## src/include/readout_pkg.sv

```systemverilog
// Purpose: constants for the converter result readout port
// Assumes: 40 MHz mclk, single clock domain
// Notes: all figures named once here
package readout_pkg;
    localparam int unsigned clk_mhz = 40;
    localparam int unsigned powerup_us = 10;
    localparam int unsigned powerup_cycles = powerup_us * clk_mhz;
    localparam int unsigned result_w = 14;
    localparam int unsigned word_w = 16;
    localparam int unsigned byte_w = 8;
    localparam int unsigned pad_w = word_w - result_w;
    localparam logic [13:0] result_rst = 14'h0000;
    localparam logic [13:0] sign_flip = 14'h2000;
    localparam logic [8:0] powerup_cnt_w9 = 9'(powerup_cycles);
endpackage

```

## src/include/result_if.sv

```systemverilog
// Purpose: carries the latched result word between core and byte mux
// Assumes: single clock domain
// Notes: word is already coded and left-justified
interface result_if;
    logic [15:0] word;
    logic byte_high;
    logic [7:0] byte_out;
    modport core (output word, output byte_high, input byte_out);
    modport mux (input word, input byte_high, output byte_out);
endinterface

```

## src/rtl/byte_mux.sv

```systemverilog
// Purpose: picks the high or low byte of the result word
// Assumes: word left-justified, low two bits zero
// Notes: purely combinational
module byte_mux (
    // word and select
    result_if.mux rif
);
    // low select gives bits 15:8, high gives 7:0
    always_comb begin
        if (rif.byte_high) begin
            rif.byte_out = rif.word[7:0];
        end else begin
            rif.byte_out = rif.word[15:8];
        end
    end
endmodule

```

## src/rtl/result_readout_port.sv

```systemverilog
// Purpose: converter result readout, done status and power-up reset
// Assumes: host pins synchronous to mclk; core supplies result and busy
// Notes: done pin is two signals; pull-up is outside in async mode
module result_readout_port (
    // clock and reset
    input wire logic mclk,
    input wire logic rstn,
    input wire logic clk_en,
    // conversion core side
    input wire logic conv_busy,
    input wire logic conv_done_pulse,
    input wire logic [13:0] conv_result,
    // mode straps
    input wire logic sync_mode,
    input wire logic range_offset_strap,
    // host control pins
    input wire logic chip_select_n,
    input wire logic output_enable_n,
    input wire logic byte_select_high,
    input wire logic done_flag_enable_n,
    // result bus
    output logic [7:0] result_byte_bus_o,
    output logic result_byte_bus_oe,
    // done status pin
    output logic done_o,
    output logic done_oe,
    // ready after power-up reset
    output logic logic_ready
);
    // read walk, one mclk per step:
    //   c0 core pulses done and the coded word is latched
    //   c1 host lowers chip select and output enable, byte select low
    //   c2 high byte stands on the pins from its flop
    //   c2 host raises byte select
    //   c3 low byte stands on the pins
    // the pins lag the select by one cycle; a host that samples on the
    // same edge it moves the select would take the other byte

    // done pin by mode:
    //   sync, chip select and enable low: driven, low while busy
    //   sync, otherwise: released
    //   async, enable low and busy: pulled low
    //   async, otherwise: released to the outside pull-up

    // every flop holds while clk_en is low; the pin enables still follow
    // the host selects, so a frozen block keeps its pins under host control

    // one-hot codes so one flop names the phase
    typedef enum logic [1:0] {
        st_reset = 2'b01,
        st_run = 2'b10
    } state_t;

    // power-up sequencer
    state_t state_q;
    state_t state_d;
    logic [8:0] cnt_q;
    logic [8:0] cnt_d;

    // stored result word, coded and left-justified
    logic [15:0] word_q;
    logic [15:0] word_d;
    logic take_result;

    // byte shown on the result pins
    logic [7:0] bus_q;
    logic [7:0] bus_d;

    // done status, one cycle behind busy
    logic done_q;
    logic done_d;

    // pin enable terms
    logic bus_en;
    logic done_sync_en;
    logic done_async_en;

    // word and select to the byte picker
    result_if rif ();

    // true once the power-up wait has run out
    function automatic logic is_running(state_t s);
        is_running = (s == st_run);
    endfunction

    // bipolar flips the sign bit of the core's offset-binary code
    function automatic logic [13:0] code_result(logic [13:0] raw, logic bipolar);
        if (bipolar) begin
            code_result = raw ^ readout_pkg::sign_flip;
        end else begin
            code_result = raw;
        end
    endfunction

    // 14-bit code at the top of the word, pad bits zero below it
    function automatic logic [15:0] justify(logic [13:0] code);
        justify = {code, {readout_pkg::pad_w{1'b0}}};
    endfunction

    // byte picker is combinational; the flop after it times the pins
    byte_mux u_mux (
        .rif(rif)
    );

    // select goes straight to the picker, stored word feeds it
    assign rif.word = word_q;
    assign rif.byte_high = byte_select_high;

    // power-up logic reset: count enabled cycles, then run for good
    // the wait stretches when clk_en is low; the host should watch
    // logic_ready rather than time the wait on its own
    always_comb begin
        state_d = state_q;
        cnt_d = cnt_q;
        case (state_q)
            st_reset: begin
                if (cnt_q == readout_pkg::powerup_cnt_w9 - 9'h001) begin
                    state_d = st_run;
                end else begin
                    cnt_d = cnt_q + 9'h001;
                end
            end
            st_run: begin
                state_d = st_run;
            end
            default: begin
                // an illegal code restarts the whole wait, never shortens it
                state_d = st_reset;
                cnt_d = 9'h000;
            end
        endcase
    end

    // sequencer flops; reset restarts the whole wait
    always_ff @(posedge mclk or negedge rstn) begin
        if (!rstn) begin
            state_q <= st_reset;
            cnt_q <= 9'h000;
        end else if (clk_en) begin
            state_q <= state_d;
            cnt_q <= cnt_d;
        end
    end

    // conversions ending inside the power-up wait are dropped
    assign take_result = is_running(state_q) & conv_done_pulse;

    // code and justify a finished result
    always_comb begin
        word_d = word_q;
        if (take_result) begin
            word_d = justify(code_result(conv_result, range_offset_strap));
        end
    end

    // word holds until the next finished conversion, so a read while
    // busy returns the previous result; the host has to avoid that
    always_ff @(posedge mclk or negedge rstn) begin
        if (!rstn) begin
            word_q <= {readout_pkg::result_rst, 2'b00};
        end else if (clk_en) begin
            word_q <= word_d;
        end
    end

    // next pin byte follows the picker
    always_comb begin
        bus_d = rif.byte_out;
    end

    // pins come straight from a flop, free of decode glitches
    always_ff @(posedge mclk or negedge rstn) begin
        if (!rstn) begin
            bus_q <= 8'h00;
        end else if (clk_en) begin
            bus_q <= bus_d;
        end
    end

    // busy counts as converting until the power-up wait is over
    always_comb begin
        done_d = ~conv_busy & is_running(state_q);
    end

    // done status flop; low from reset so async mode pulls the pin
    // until the power-up wait is over
    always_ff @(posedge mclk or negedge rstn) begin
        if (!rstn) begin
            done_q <= 1'b0;
        end else if (clk_en) begin
            done_q <= done_d;
        end
    end

    // result bus: either select high releases it
    assign bus_en = ~(chip_select_n | output_enable_n);
    assign result_byte_bus_oe = bus_en;
    // one cycle behind the select; host allows access time
    assign result_byte_bus_o = bus_q;
    // ready is a decode of the sequencer flop, so it is glitch-free
    assign logic_ready = is_running(state_q);

    // done enables for the two modes
    assign done_sync_en = ~chip_select_n & ~done_flag_enable_n;
    assign done_async_en = ~done_flag_enable_n & ~done_q;

    // done pin: three-state in sync mode, open drain in async mode
    always_comb begin
        if (sync_mode) begin
            done_oe = done_sync_en;
            done_o = done_q;
        end else begin
            // only ever drive low; the outside pull-up gives the high level
            done_oe = done_async_en;
            done_o = 1'b0;
        end
    end
endmodule

```

## config.mk

```make
export PLATFORM = sky130hd
export DESIGN_NAME = result_readout_port
export DESIGN_NICKNAME = d
export VERILOG_FILES = /design/src/include/readout_pkg.sv /design/src/include/result_if.sv /design/src/rtl/byte_mux.sv /design/src/rtl/result_readout_port.sv
export SDC_FILE = /design/constraint.sdc
export NUM_CORES = 1
export LEC_CHECK = 0
export ABC_AREA = 1
export BUFFER_PORTS_ARGS = -buffer_cell sky130_fd_sc_hd__buf_2
export CORE_MARGIN = 2
export CORE_UTILIZATION = 30
export DETAILED_ROUTE_END_ITERATION = 10
export GPL_TIMING_DRIVEN = 0
export SYNTH_ARGS = -nofsm -noshare
export SYNTH_HDL_FRONTEND = slang
export SYNTH_SLANG_ARGS = --single-unit
```

## constraint.sdc

```tcl
create_clock -name mclk -period 1.7 [get_ports mclk]
set_clock_uncertainty 0.05 [all_clocks]
set_input_delay 0 -clock mclk [delete_from_list [all_inputs] [get_ports mclk]]
set_output_delay 0 -clock mclk [all_outputs]
set_load 0.005 [all_outputs]
```

# --- Yosys cells after proc, flatten, opt, wreduce, memory -nomap -nowiden ---
# Cells that the tools add are included.
totals:
  reg_bits: 34
  input_bits: 25
  word_cells: 34
op_classes:
  n_addsub: 1
  n_eq_ne: 5
  muxes: 8
  bitwise_logic: 12
  reduce_logical: 3
op_table:
  columns: ["operator", "count"]
  rows:
  - ["case mux 9 bit (2 select lines)", 1]
  - ["2-to-1 mux 14 bit", 1]
  - ["adder 9 x 1 -> 9 bit, second input constant", 1]
  - ["== test 9 bit, second input constant", 1]
  - ["2-to-1 mux 9 bit", 1]
  - ["2-to-1 mux 8 bit", 1]
  - ["NOT 1 bit", 7]
  - ["AND 1 bit", 4]
  - ["!= test 2 bit, second input constant", 2]
  - ["case mux 2 bit (2 select lines)", 1]
  - ["AND reduction 2 bit", 2]
  - ["AND reduction 3 bit", 1]
  - ["== test 2 x 1 -> 1 bit, second input constant", 1]
  - ["== test 2 bit, second input constant", 1]
  - ["2-to-1 mux 1 bit", 2]
  - ["2-to-1 mux 2 bit", 1]
  - ["bitwise OR 1 bit", 1]

# --- Logic depth before layout (Yosys ltp) ---
# Gate-level depths: netlist (run 1).
logic_depth:
  word_depth: 3
  mapped_depth: 8
  mapped_depth_nobuf: 8

# --- By module ---
# Synthesis (run 1) repeated with hierarchy kept, for this count alone.
hier_totals:
  hier_cells: 198
  hier_area_um2: 1735.4
by_module_without_submodules:
  columns: ["module", "n_inst", "cells_each", "area_per_inst_um2", "seq_area_each_um2"]
  rows:
  - ["result_readout_port", 1, 172, 1630.3, 852.1]
  - ["byte_mux", 1, 26, 105.1, 0.0]

# --- Least setup slack after synthesis (run 1) ---
# No wires, ideal clock.
synth_path:
  path_kind: "register -> register"
  startpoint: "register state_q[0]"
  endpoint: "register word_q[10] (netlist: rif.word[10])"
  setup_time_ps: 125
  arrival_time_ps: 1428
  t_required_ps: 1525
  slack_ps: 97
  stages_incl_launch_ff: 6
  n_path_buf: 1
  path_cell_list: "dfstp_2 inv_1 ha_1 nand3_2 buf_6 mux2_4"
synth_between:
  elab_chain_cells: 3
synth_lines:
  columns: ["item", "line", "source"]
  rows:
  - ["from (decl)", "result_readout_port.sv:55", "state_t state_q;"]
  - ["from (signal assigned)", "result_readout_port.sv:137", "state_q <= st_reset;"]
  - ["from (signal assigned)", "result_readout_port.sv:140", "state_q <= state_d;"]
  - ["== test 2 bit", null, null]
  - ["net logic_ready", "result_readout_port.sv:28", "output logic logic_ready"]
  - ["AND 1 bit", "result_readout_port.sv:146", "assign take_result = is_running(state_q) & conv_done_pulse;"]
  - ["AND reduction 2 bit (no source line)", null, null]
  - ["to (signal assigned)", "result_readout_port.sv:160", "word_q <= {readout_pkg::result_rst, 2'b00};"]
  - ["to (signal assigned)", "result_readout_port.sv:162", "word_q <= word_d;"]
  - ["to (decl)", "result_readout_port.sv:61", "logic [15:0] word_q;"]
# The timed path passes the listed nets, and every way through them passes these cells.
# A chain may end at the register's enable or synchronous reset.

# --- Worst setup path in the final report (run 1) ---
layout_path:
  startpoint: "register state_q[0]"
  endpoint: "register word_q[7] (netlist: rif.word[7])"
layout_between:
  elab_chain_cells: 3
layout_lines:
  columns: ["item", "line", "source"]
  rows:
  - ["== test 2 bit", "result_readout_port.sv:83", "is_running = (s == st_run);"]
  - ["AND 1 bit", "result_readout_port.sv:146", null]
  - ["AND reduction 2 bit (no source line)", null, null]
# Every way passes these cells.

==> run summary, run 1 <==
RSZ-0062 raised after global routing -> false
Max Clk Rate -> 0.624 GHz
post-layout min period -> 1600 ps
Routed Antenna Nets -> 0
Cells after Synth -> 177
TritonCTS Buffers -> 5
first-pass GRT wire length -> 6260 microns
worst-skew pair later-pin latency -> 280 ps
GR Util All Layers -> 12.9%
Yosys warnings -> 0
PwrDens -> 1240 nW/um^2
crit-path cells -> inv_1 > ha_2 > nand3_4 > buf_6 > mux2_4
Synth async-reset ratio -> 100%
critical path's top delay family -> flip-flops
drt initial violations -> 52
Post-route DRC -> 0
Peak VDD IR -> 0.762 mV
Syn Std Cell Area -> 1670 sq um
Mapped Avg Cell Area -> 9.42 sq um
routability cong. -> 0.744
layout cell share with drive strength beyond 1 -> 29.8%
max_slew headroom -> 49.7%
Comb power frac -> 28.8%
worst hold slack -> 56.6 ps
clock-pin slew on the worst setup and hold paths -> 70 ps
register bit count reported by yosys -> 34
Final Cell Area -> 2230 sq um
routed vias/inst -> 4.47
Worst Max-Slew Pin Slew -> 754 ps
Final Hold Viols -> 0
worst stage delay on the critical path -> 540 ps
main flop type after synthesis -> dfrtp_1
H-tree levels -> 2
CTS tree -> done
run status -> complete, no violations
Sink Count -> 34
post-synth top area share -> 49.5%
Clk pwr share -> 26.4%
NumNets Final -> 265
cell taking the most area after synthesis -> dfrtp_1
Diodes inserted -> 0
CP Capture Type -> flip-flop
vias in the first global route -> 1379
Max Fanout on Critical Path -> 10
DR WL/cell -> 11.4 microns
CTS Buffer Depth -> 2
Seq pwr share -> 44.7%
Worst EP required -> 1820 ps
overall power -> 0.00278 W
total die area -> 6170 sq um
critical path type -> flip-flop to flip-flop
I/O pin total -> 37
Sw Share -> 29.2%
Vias -> 1385
Slowest-stage cell, CP -> dfstp_2
largest net degree at the start of global routing -> 35
port bufs -> 36
initial core utilization -> 30.6%
Tcrit/Tclk final -> 94.3%
max-cap violations -> 0
Die Height -> 78.5 microns
top cells by area, synth -> dfrtp_1 50%, nand2_1 10%, mux2_4 7.2%
type of the worst min-delay path -> input pin to flip-flop
GR Overflow Total -> 0
Slew Viols, Final -> 0
Detailed Routing Iterations Pass 1 -> 4
Post-synth EDFFs -> 0
switching power -> 0.000811 W
final wirelength -> 3530 microns
initial antenna violation count -> 0
Pleak -> 1.09 nW
CP Launch Type -> flip-flop
Cell Area, Placed -> 1940 sq um
Root Driver -> clkbuf_8
top-count cell post-synth -> nand2_1
Core ar. -> 5440 sq um
Netlist cell types -> 28
WP data arrival -> 1720 ps
post-layout util -> 41.1%
commonest cells in the netlist -> 46 x nand2_1, 33 x dfrtp_1, 15 x nand3_1, 14 x nor2_1, 14 x o21ai_0
sequential fraction of the synthesis area -> 51.1%
Post-DP HPWL -> 2420 microns
row cnt -> 27
Layout Area Growth over Synthesis -> 34.0%
Setup-failing EPs final -> 0
Syn Nets -> 205
Die X -> 78.5 microns
worst path bufs/invs -> 2
Cell Int Power -> 0.00197 W
## registers in the layout, summed over array words and instances, names as in the netlist
register / flops
state_q: 2
rif.word: 14
done_q: 1
cnt_q: 9
result_byte_bus_o: 8
## worst register-to-register path, cell delays in order (launching register included)
cell and delay, ps:
dfstp_2 540, inv_1 40, ha_2 230, nand3_4 120
buf_6 190, mux2_4 320
## layer usage
layer  routed length, microns  vias up  part of all wire, %  global-route usage, %
met5                        0        -                    0                      0
met4                       15        0                 0.42                   3.68
met3                      125        4                  3.5                   3.45
met2                     1750       27                   49                   22.5
met1                     1640      652                   47                   15.7
li1                         -      702                    -                      -
## through the flow
step	std cells	setup WS, ps	TNS (ps)
after floorplan	177	96.5	0
after global placement	285	-22.2	-158
after detailed placement	285	-23.7	-130
after CTS	311	6.93	0
after global routing	310	20.5	0
final	310	97.4	0
## path summary, 6_finish.rpt
check,startpoint,to,slack [ps],cells past startpoint
min in group asynchronous,rstn,cnt_q[5],280,2
setup / recovery,state_q[0],rif.word[7],100,5
hold reg to reg,state_q[0],state_q[0],420,2
max in group asynchronous,rstn,done_q,830,2
setup reg to reg,state_q[0],rif.word[7],100,5
hold / removal,byte_select_high,result_byte_bus_o[6],60,3
## power groups by stage
stage               clock [W]  sequential [W]  combinational, W
detailed placement          0         0.00125          0.000764
global placement            0         0.00125          0.000748
floorplan                   0         0.00122          0.000545
CTS                  0.000755         0.00124          0.000806
finish               0.000735         0.00124          0.000801
global route         0.000789         0.00128          0.000913
## layout make-up
type	count	area (sq um)
clock buffers	6	72.6
multi-input cells	127	748
plain buffers	3	27.5
clock inverters	2	37.5
inverters	12	45.0
well taps	72	90.1
fillers	535	3210
flip-flops and latches	34	852
repair buffers	54	360
## timing repair
item                       in CTS  in global routing
hold endpoints to repair       49                  0
gates resized for setup         1                  1
setup endpoints to repair       8                 17
buffers inserted                0                  0
hold buffers                   18                  0
pin swaps                       0                  1
## layout by cell type, fill, tap and decap left out, types with 2 or more instances in the layout
cell type      count
inv_1             10
nand2_2            2
nor2_4             2
nand2_1           46
dlygate4sd3_1     18
nor2_1            14
ha_1               2
dfrtp_1           33
nand3_1           15
inv_2              2
or2_2              2
mux2_4             8
clkbuf_8           5
o21ai_0           14
buf_2             37
buf_6              2
o21ai_1            5
nand3b_1           2
mux2_2             5
## cells by family after synthesis
group / count (synthesis) / synth area share (%)
AOI/OAI and AO/OA: 24 / 7.88
xor gates and xnor gates: 1 / 0.526
adders and majority gates: 3 / 2.25
buffers and inverters: 16 / 4.58
DFF: 34 / 51.1
muxes: 13 / 10.6
and+or+nand+nor: 86 / 23.0
Power figures use the tool's default switching activity.
==> inputs of run 2 (changes only) <==
Settings changed: CORE_UTILIZATION 30 to 40.
==> run 2 against run 1 <==
Core utilization rose by 14 points. Register-to-register slack barely moved. Total power fell by 4.9%. Sequential power barely moved. Cell count fell by 7.1%. Clock power fell by 17%. Non-clock buffer count did not move. Largest cell class unchanged.
==> run summary, run 2 (same netlist as run 1, synthesis figures left out) <==
hold_sp -> byte_select_high
clock-pin slew on the worst setup and hold paths -> 70 ps
type of the worst min-delay path -> input pin to flip-flop
worst r2r src -> state_q[0]
I/O pin total -> 37
final wirelength -> 3410 microns
Cell Int Power -> 0.00187 W
port bufs -> 36
Worst Max-Slew Pin Slew -> 743 ps
Reg area -> 852 sq um
CP Launch Type -> flip-flop
total die area -> 4700 sq um
reg2reg setup slack -> 100 ps
critical path type -> flip-flop to flip-flop
Layout Area Growth over Synthesis -> 31.4%
Worst EP required -> 1820 ps
commonest non-fill, non-tap cell in the layout -> nand2_1
Max Clk Rate -> 0.626 GHz
max_slew headroom -> 50.5%
initial antenna violation count -> 0
GR Overflow Total -> 0
Sink Count -> 34
initial core utilization -> 41.7%
Peak VDD IR -> 0.696 mV
Pleak -> 1.08 nW
routability cong. -> 0.735
CP Capture Type -> flip-flop
run status -> complete, no violations
Die X -> 68.6 microns
layout cell share with drive strength beyond 1 -> 29.8%
routed vias/inst -> 4.84
Multi-input gate area -> 752 sq um
Tcrit/Tclk final -> 93.9%
overall power -> 0.00264 W
Post-route DRC -> 0
row cnt -> 23
max FFs per register -> 14
Vias -> 1393
Core ar. -> 4000 sq um
Setup-failing EPs final -> 0
NumNets Final -> 265
Diodes inserted -> 0
DR WL/cell -> 11.8 microns
max-cap violations -> 0
Comb power frac -> 30.0%
WP data arrival -> 1720 ps
GR Util All Layers -> 16.8%
RSZ-0062 raised after global routing -> false
first-pass GRT wire length -> 5660 microns
hold path cells -> 3
vias in the first global route -> 1295
Fill cells -> 362
TritonCTS Buffers -> 5
R2R depth -> 5
largest net degree at the start of global routing -> 35
Cell Area, Placed -> 1910 sq um
Max Fanout on Critical Path -> 10
Clk pwr share -> 23.0%
switching power -> 0.000777 W
Hold Crit Endpoint -> result_byte_bus_o[4]
post-layout min period -> 1600 ps
CTS tree -> done
PwrDens -> 1210 nW/um^2
drt initial violations -> 34
CTS Buffer Depth -> 2
Detailed Routing Iterations Pass 1 -> 4
Sw Share -> 29.4%
Die Height -> 68.6 microns
Root Driver -> clkbuf_8
Final Cell Area -> 2190 sq um
worst-skew pair later-pin latency -> 280 ps
Slew Viols, Final -> 0
Final Hold Viols -> 0
Routed Antenna Nets -> 0
reg2reg end -> rif.word[11]
H-tree levels -> 2
most frequent cells in the layout -> 46 x nand2_1, 37 x buf_2, 33 x dfrtp_1
post-CTS setup buffer count -> 0
Seq pwr share -> 47.1%
Post-DP HPWL -> 2350 microns
run 2: critical path, stage by stage, from the launching register on:
cell and delay [ps]:
dfstp_2 540, inv_1 50, ha_2 230, nand3_4 120, buf_6 190, mux2_4 310
run 2: power by group through the flow:
stage	Clock, W	Combinational [W]	Sequential, W
4_1_cts	0.000633	0.000803	0.00124
6_report	0.000607	0.000792	0.00124
3_5_place_dp	0	0.000756	0.00126
2_1_floorplan	0	0.000545	0.00122
3_3_place_gp	0	0.000742	0.00125
5_1_grt	0.000678	0.000890	0.00128
run 2: area by class of cell:
cell class                      instances  area share (%)
Tap cell                               50            2.86
Inverter                               12            2.06
Multi-Input combinational cell        127            34.3
Sequential cell                        34            38.9
Buffer                                  3            1.26
Timing Repair Buffer                   54            16.5
Clock buffer                            8            4.11
run 2: worst max path at each step:
stage / slack, ps / start / end
after detailed placement: -20 / state_q[0] / rif.word[11]
after global routing: 30 / state_q[0] / cnt_q[6]
after global placement: -20 / state_q[0] / rif.word[9]
after CTS: 50 / state_q[0] / cnt_q[2]
after floorplan: 100 / state_q[0] / rif.word[10]
final: 100 / state_q[0] / rif.word[11]
run 2: timing repair:
action	4_1_cts	5_1_grt
resized for setup	2	1
endpoints found under the setup margin	8	9
hold endpoints to repair	50	0
pin swaps	0	0
hold buffers	18	0
run 2: stage by stage:
stage	utilization, %	worst slack [ps]	TNS, ps	hold slack [ps]	instances
global route	54.7	33.6	0	54.1	288
CTS	54.7	54.3	0	48.7	289
detailed placement	47.7	-23.6	-146	64.2	263
global placement	47.7	-24.8	-151	68.0	263
floorplan	-	96.5	0	-346	177
finish	54.7	103	0	61.9	288
run 2: layer usage:
layer	GRT usage [%]	share of wire (%)	vias to the layer above
met1	21.0	46	655
met2	26.4	48	30
met5	0	0	-
li1	-	-	703
met3	4.87	3.8	5
met4	8.25	2.1	0
==> inputs of run 3 (changes only) <==
Settings changed: SYNTH_HIERARCHICAL from default to 1.
==> run 3 against run 2 <==
Die area up 3.9%. Critical path depth unchanged. Via count grew 2.6%. First-iteration DRC count is 71% higher. Maximum frequency down 2.4%. Wire length is 3.8% higher.
==> run summary, run 3 <==
run status -> complete, no violations
GR Overflow Total -> 0
Tcrit/Tclk final -> 96.3%
port bufs -> 34
most frequent cells in the layout -> 83 x nand2_1, 35 x buf_2, 33 x dfrtp_1
worst stage delay on the critical path -> 560 ps
Diodes inserted -> 0
total die area -> 4880 sq um
commonest non-fill, non-tap cell in the layout -> nand2_1
sequential fraction of the synthesis area -> 49.1%
Fill cells -> 389
Sw Share -> 29.2%
initial core utilization -> 42.5%
crit-path cells -> inv_1 > ha_4 > nand2_2 > o22ai_1 > dlygate4sd3_1
initial antenna violation count -> 0
critical path type -> flip-flop to flip-flop
first-pass GRT wire length -> 6080 microns
Synth async-reset ratio -> 100%
largest net degree at the start of global routing -> 35
Die Height -> 69.9 microns
Sink Count -> 34
DR WL/cell -> 11.5 microns
NumNets Final -> 287
fin cells -> 309
row cnt -> 23
H-tree levels -> 2
Final Hold Viols -> 0
Netlist cell types -> 29
top-count cell post-synth -> nand2_1
type of the worst min-delay path -> input pin to flip-flop
Mapped Avg Cell Area -> 8.76 sq um
max_slew headroom -> 49.5%
Placed Cells -> 283
Worst Max-Slew Pin Slew -> 758 ps
TritonCTS Buffers -> 5
Max Clk Rate -> 0.611 GHz
post-layout min period -> 1640 ps
Pleak -> 1.20 nW
Detailed Routing Iterations Pass 1 -> 4
Max Fanout on Critical Path -> 4
CP Capture Type -> flip-flop
Slowest-stage cell, CP -> dlygate4sd3_1
CP Launch Type -> flip-flop
worst path bufs/invs -> 2
Cells after Synth -> 198
main flop type after synthesis -> dfrtp_1
Post-route DRC -> 0
Layout Area Growth over Synthesis -> 33.0%
max FFs per register -> 14
final wirelength -> 3540 microns
CTS Buffer Depth -> 2
Worst EP required -> 1830 ps
Slew Viols, Final -> 0
worst-skew pair later-pin latency -> 290 ps
I/O pin total -> 37
commonest cells in the netlist -> 84 x nand2_1, 33 x dfrtp_1, 13 x nand3_1, 9 x inv_1
Core ar. -> 4090 sq um
Die X -> 69.9 microns
Comb power frac -> 30.8%
Peak VDD IR -> 0.722 mV
Root Driver -> clkbuf_8
layout cell share with drive strength beyond 1 -> 26.6%
WP data arrival -> 1760 ps
Setup-failing EPs final -> 0
routed vias/inst -> 4.62
critical path's top delay family -> buffers and inverters
Post-DP HPWL -> 2430 microns
Syn Std Cell Area -> 1740 sq um
switching power -> 0.000847 W
Vias -> 1429
Routed Antenna Nets -> 0
Cell Int Power -> 0.00206 W
PwrDens -> 1260 nW/um^2
post-synth top area share -> 47.6%
max-cap violations -> 0
CTS tree -> done
cell taking the most area after synthesis -> dfrtp_1
top cells by area, synth -> dfrtp_1 48%, nand2_1 18%, mux2_4 6.9%
register bit count reported by yosys -> 34
Final Cell Area -> 2310 sq um
routability cong. -> 0.723
Yosys warnings -> 6
RSZ-0062 raised after global routing -> false
post-CTS setup buffer count -> 0
GR Util All Layers -> 15.8%
vias in the first global route -> 1390
Cell Area, Placed -> 1970 sq um
drt initial violations -> 58
clock-pin slew on the worst setup and hold paths -> 70 ps
Post-synth EDFFs -> 0
Clk pwr share -> 26.0%
Seq pwr share -> 43.2%
-- run 3: changes by cell type after synthesis, sizes merged --
cell,before,now
conb,0,1
buf,3,4
clkbuf,1,2
nand2,48,86
nor2,17,11
nand3,16,14
o21ai,19,7
-- run 3: cell families after synthesis --
group,synth area share (%)
buffers and inverters,5.26
adder cells (fa/ha/maj),2.16
other,0.216
XOR/XNOR,0.505
AND/OR/NAND/NOR,28.5
multiplexers,10.2
AO/OA/AOI/OAI,4.11
flip-flops,49.1
-- run 3: final timing paths --
check | startpoint | endpoint | slack [ps] | cells after the start
min | conv_done_pulse | rif.word[3] | 70 | 3
min reg2reg | result_byte_bus_o[6] | result_byte_bus_o[6] | 420 | 2
min in group asynchronous | rstn | cnt_q[4] | 270 | 2
max in group asynchronous | rstn | rif.word[13] | 850 | 2
max reg2reg | state_q[0] | done_q | 60 | 5
max | state_q[0] | done_q | 60 | 5
-- run 3: final cells by class --
class                   count  area [sq um]  area share (%)
plain buffers               5          43.8            1.90
flip-flops and latches     34           852            36.9
repair buffers             54           370            16.0
clock inverters             1          30.0            1.30
multi-input cells         147           822            35.6
well taps                  50          62.6            2.71
clock buffers               6          82.6            3.58
inverters                  12          45.0            1.95
-- run 3: power groups by stage --
stage | sequential, W | clock [W] | combinational (W)
2_1_floorplan | 0.00123 | 0 | 0.000596
3_3_place_gp | 0.00126 | 0 | 0.000806
3_5_place_dp | 0.00127 | 0 | 0.000819
4_1_cts | 0.00126 | 0.000777 | 0.000876
5_1_grt | 0.00130 | 0.000810 | 0.00101
6_report | 0.00126 | 0.000755 | 0.000893
-- run 3: metrics by stage --
step,setup TNS (ps),total power [W],worst slack [ps],utilization (%),hold WS (ps)
final,0,0.00290,63.4,56.5,67.8
after global routing,0,0.00312,12.3,56.5,88.4
after CTS,0,0.00291,17.8,56.2,73.2
after detailed placement,-231,0.00209,-33.5,48.3,65.4
after global placement,-166,0.00207,-21.6,48.3,68.9
after floorplan,0,0.00183,91.5,-,-346
-- run 3: what timing repair did --
action | CTS | global route
resized for setup | 2 | 5
endpoints found under the setup margin | 8 | 10
hold buffers | 20 | 0
endpoints found under the hold margin | 50 | 0
-- run 3: worst register-to-register path, cell delays in order (launching register included) --
cell and delay [ps]:
dfstp_2 550, inv_1 70, ha_4 190, nand2_2 60
o22ai_1 50, dlygate4sd3_1 560
-- run 3: layer usage --
metal / up-vias / track usage [%] / routed length [microns]
met1: 652 / 18.0 / 1610
li1: 746 / - / -
met5: - / 0 / 0
met2: 23 / 27.2 / 1700
met4: 0 / 8.33 / 90
met3: 8 / 3.90 / 142
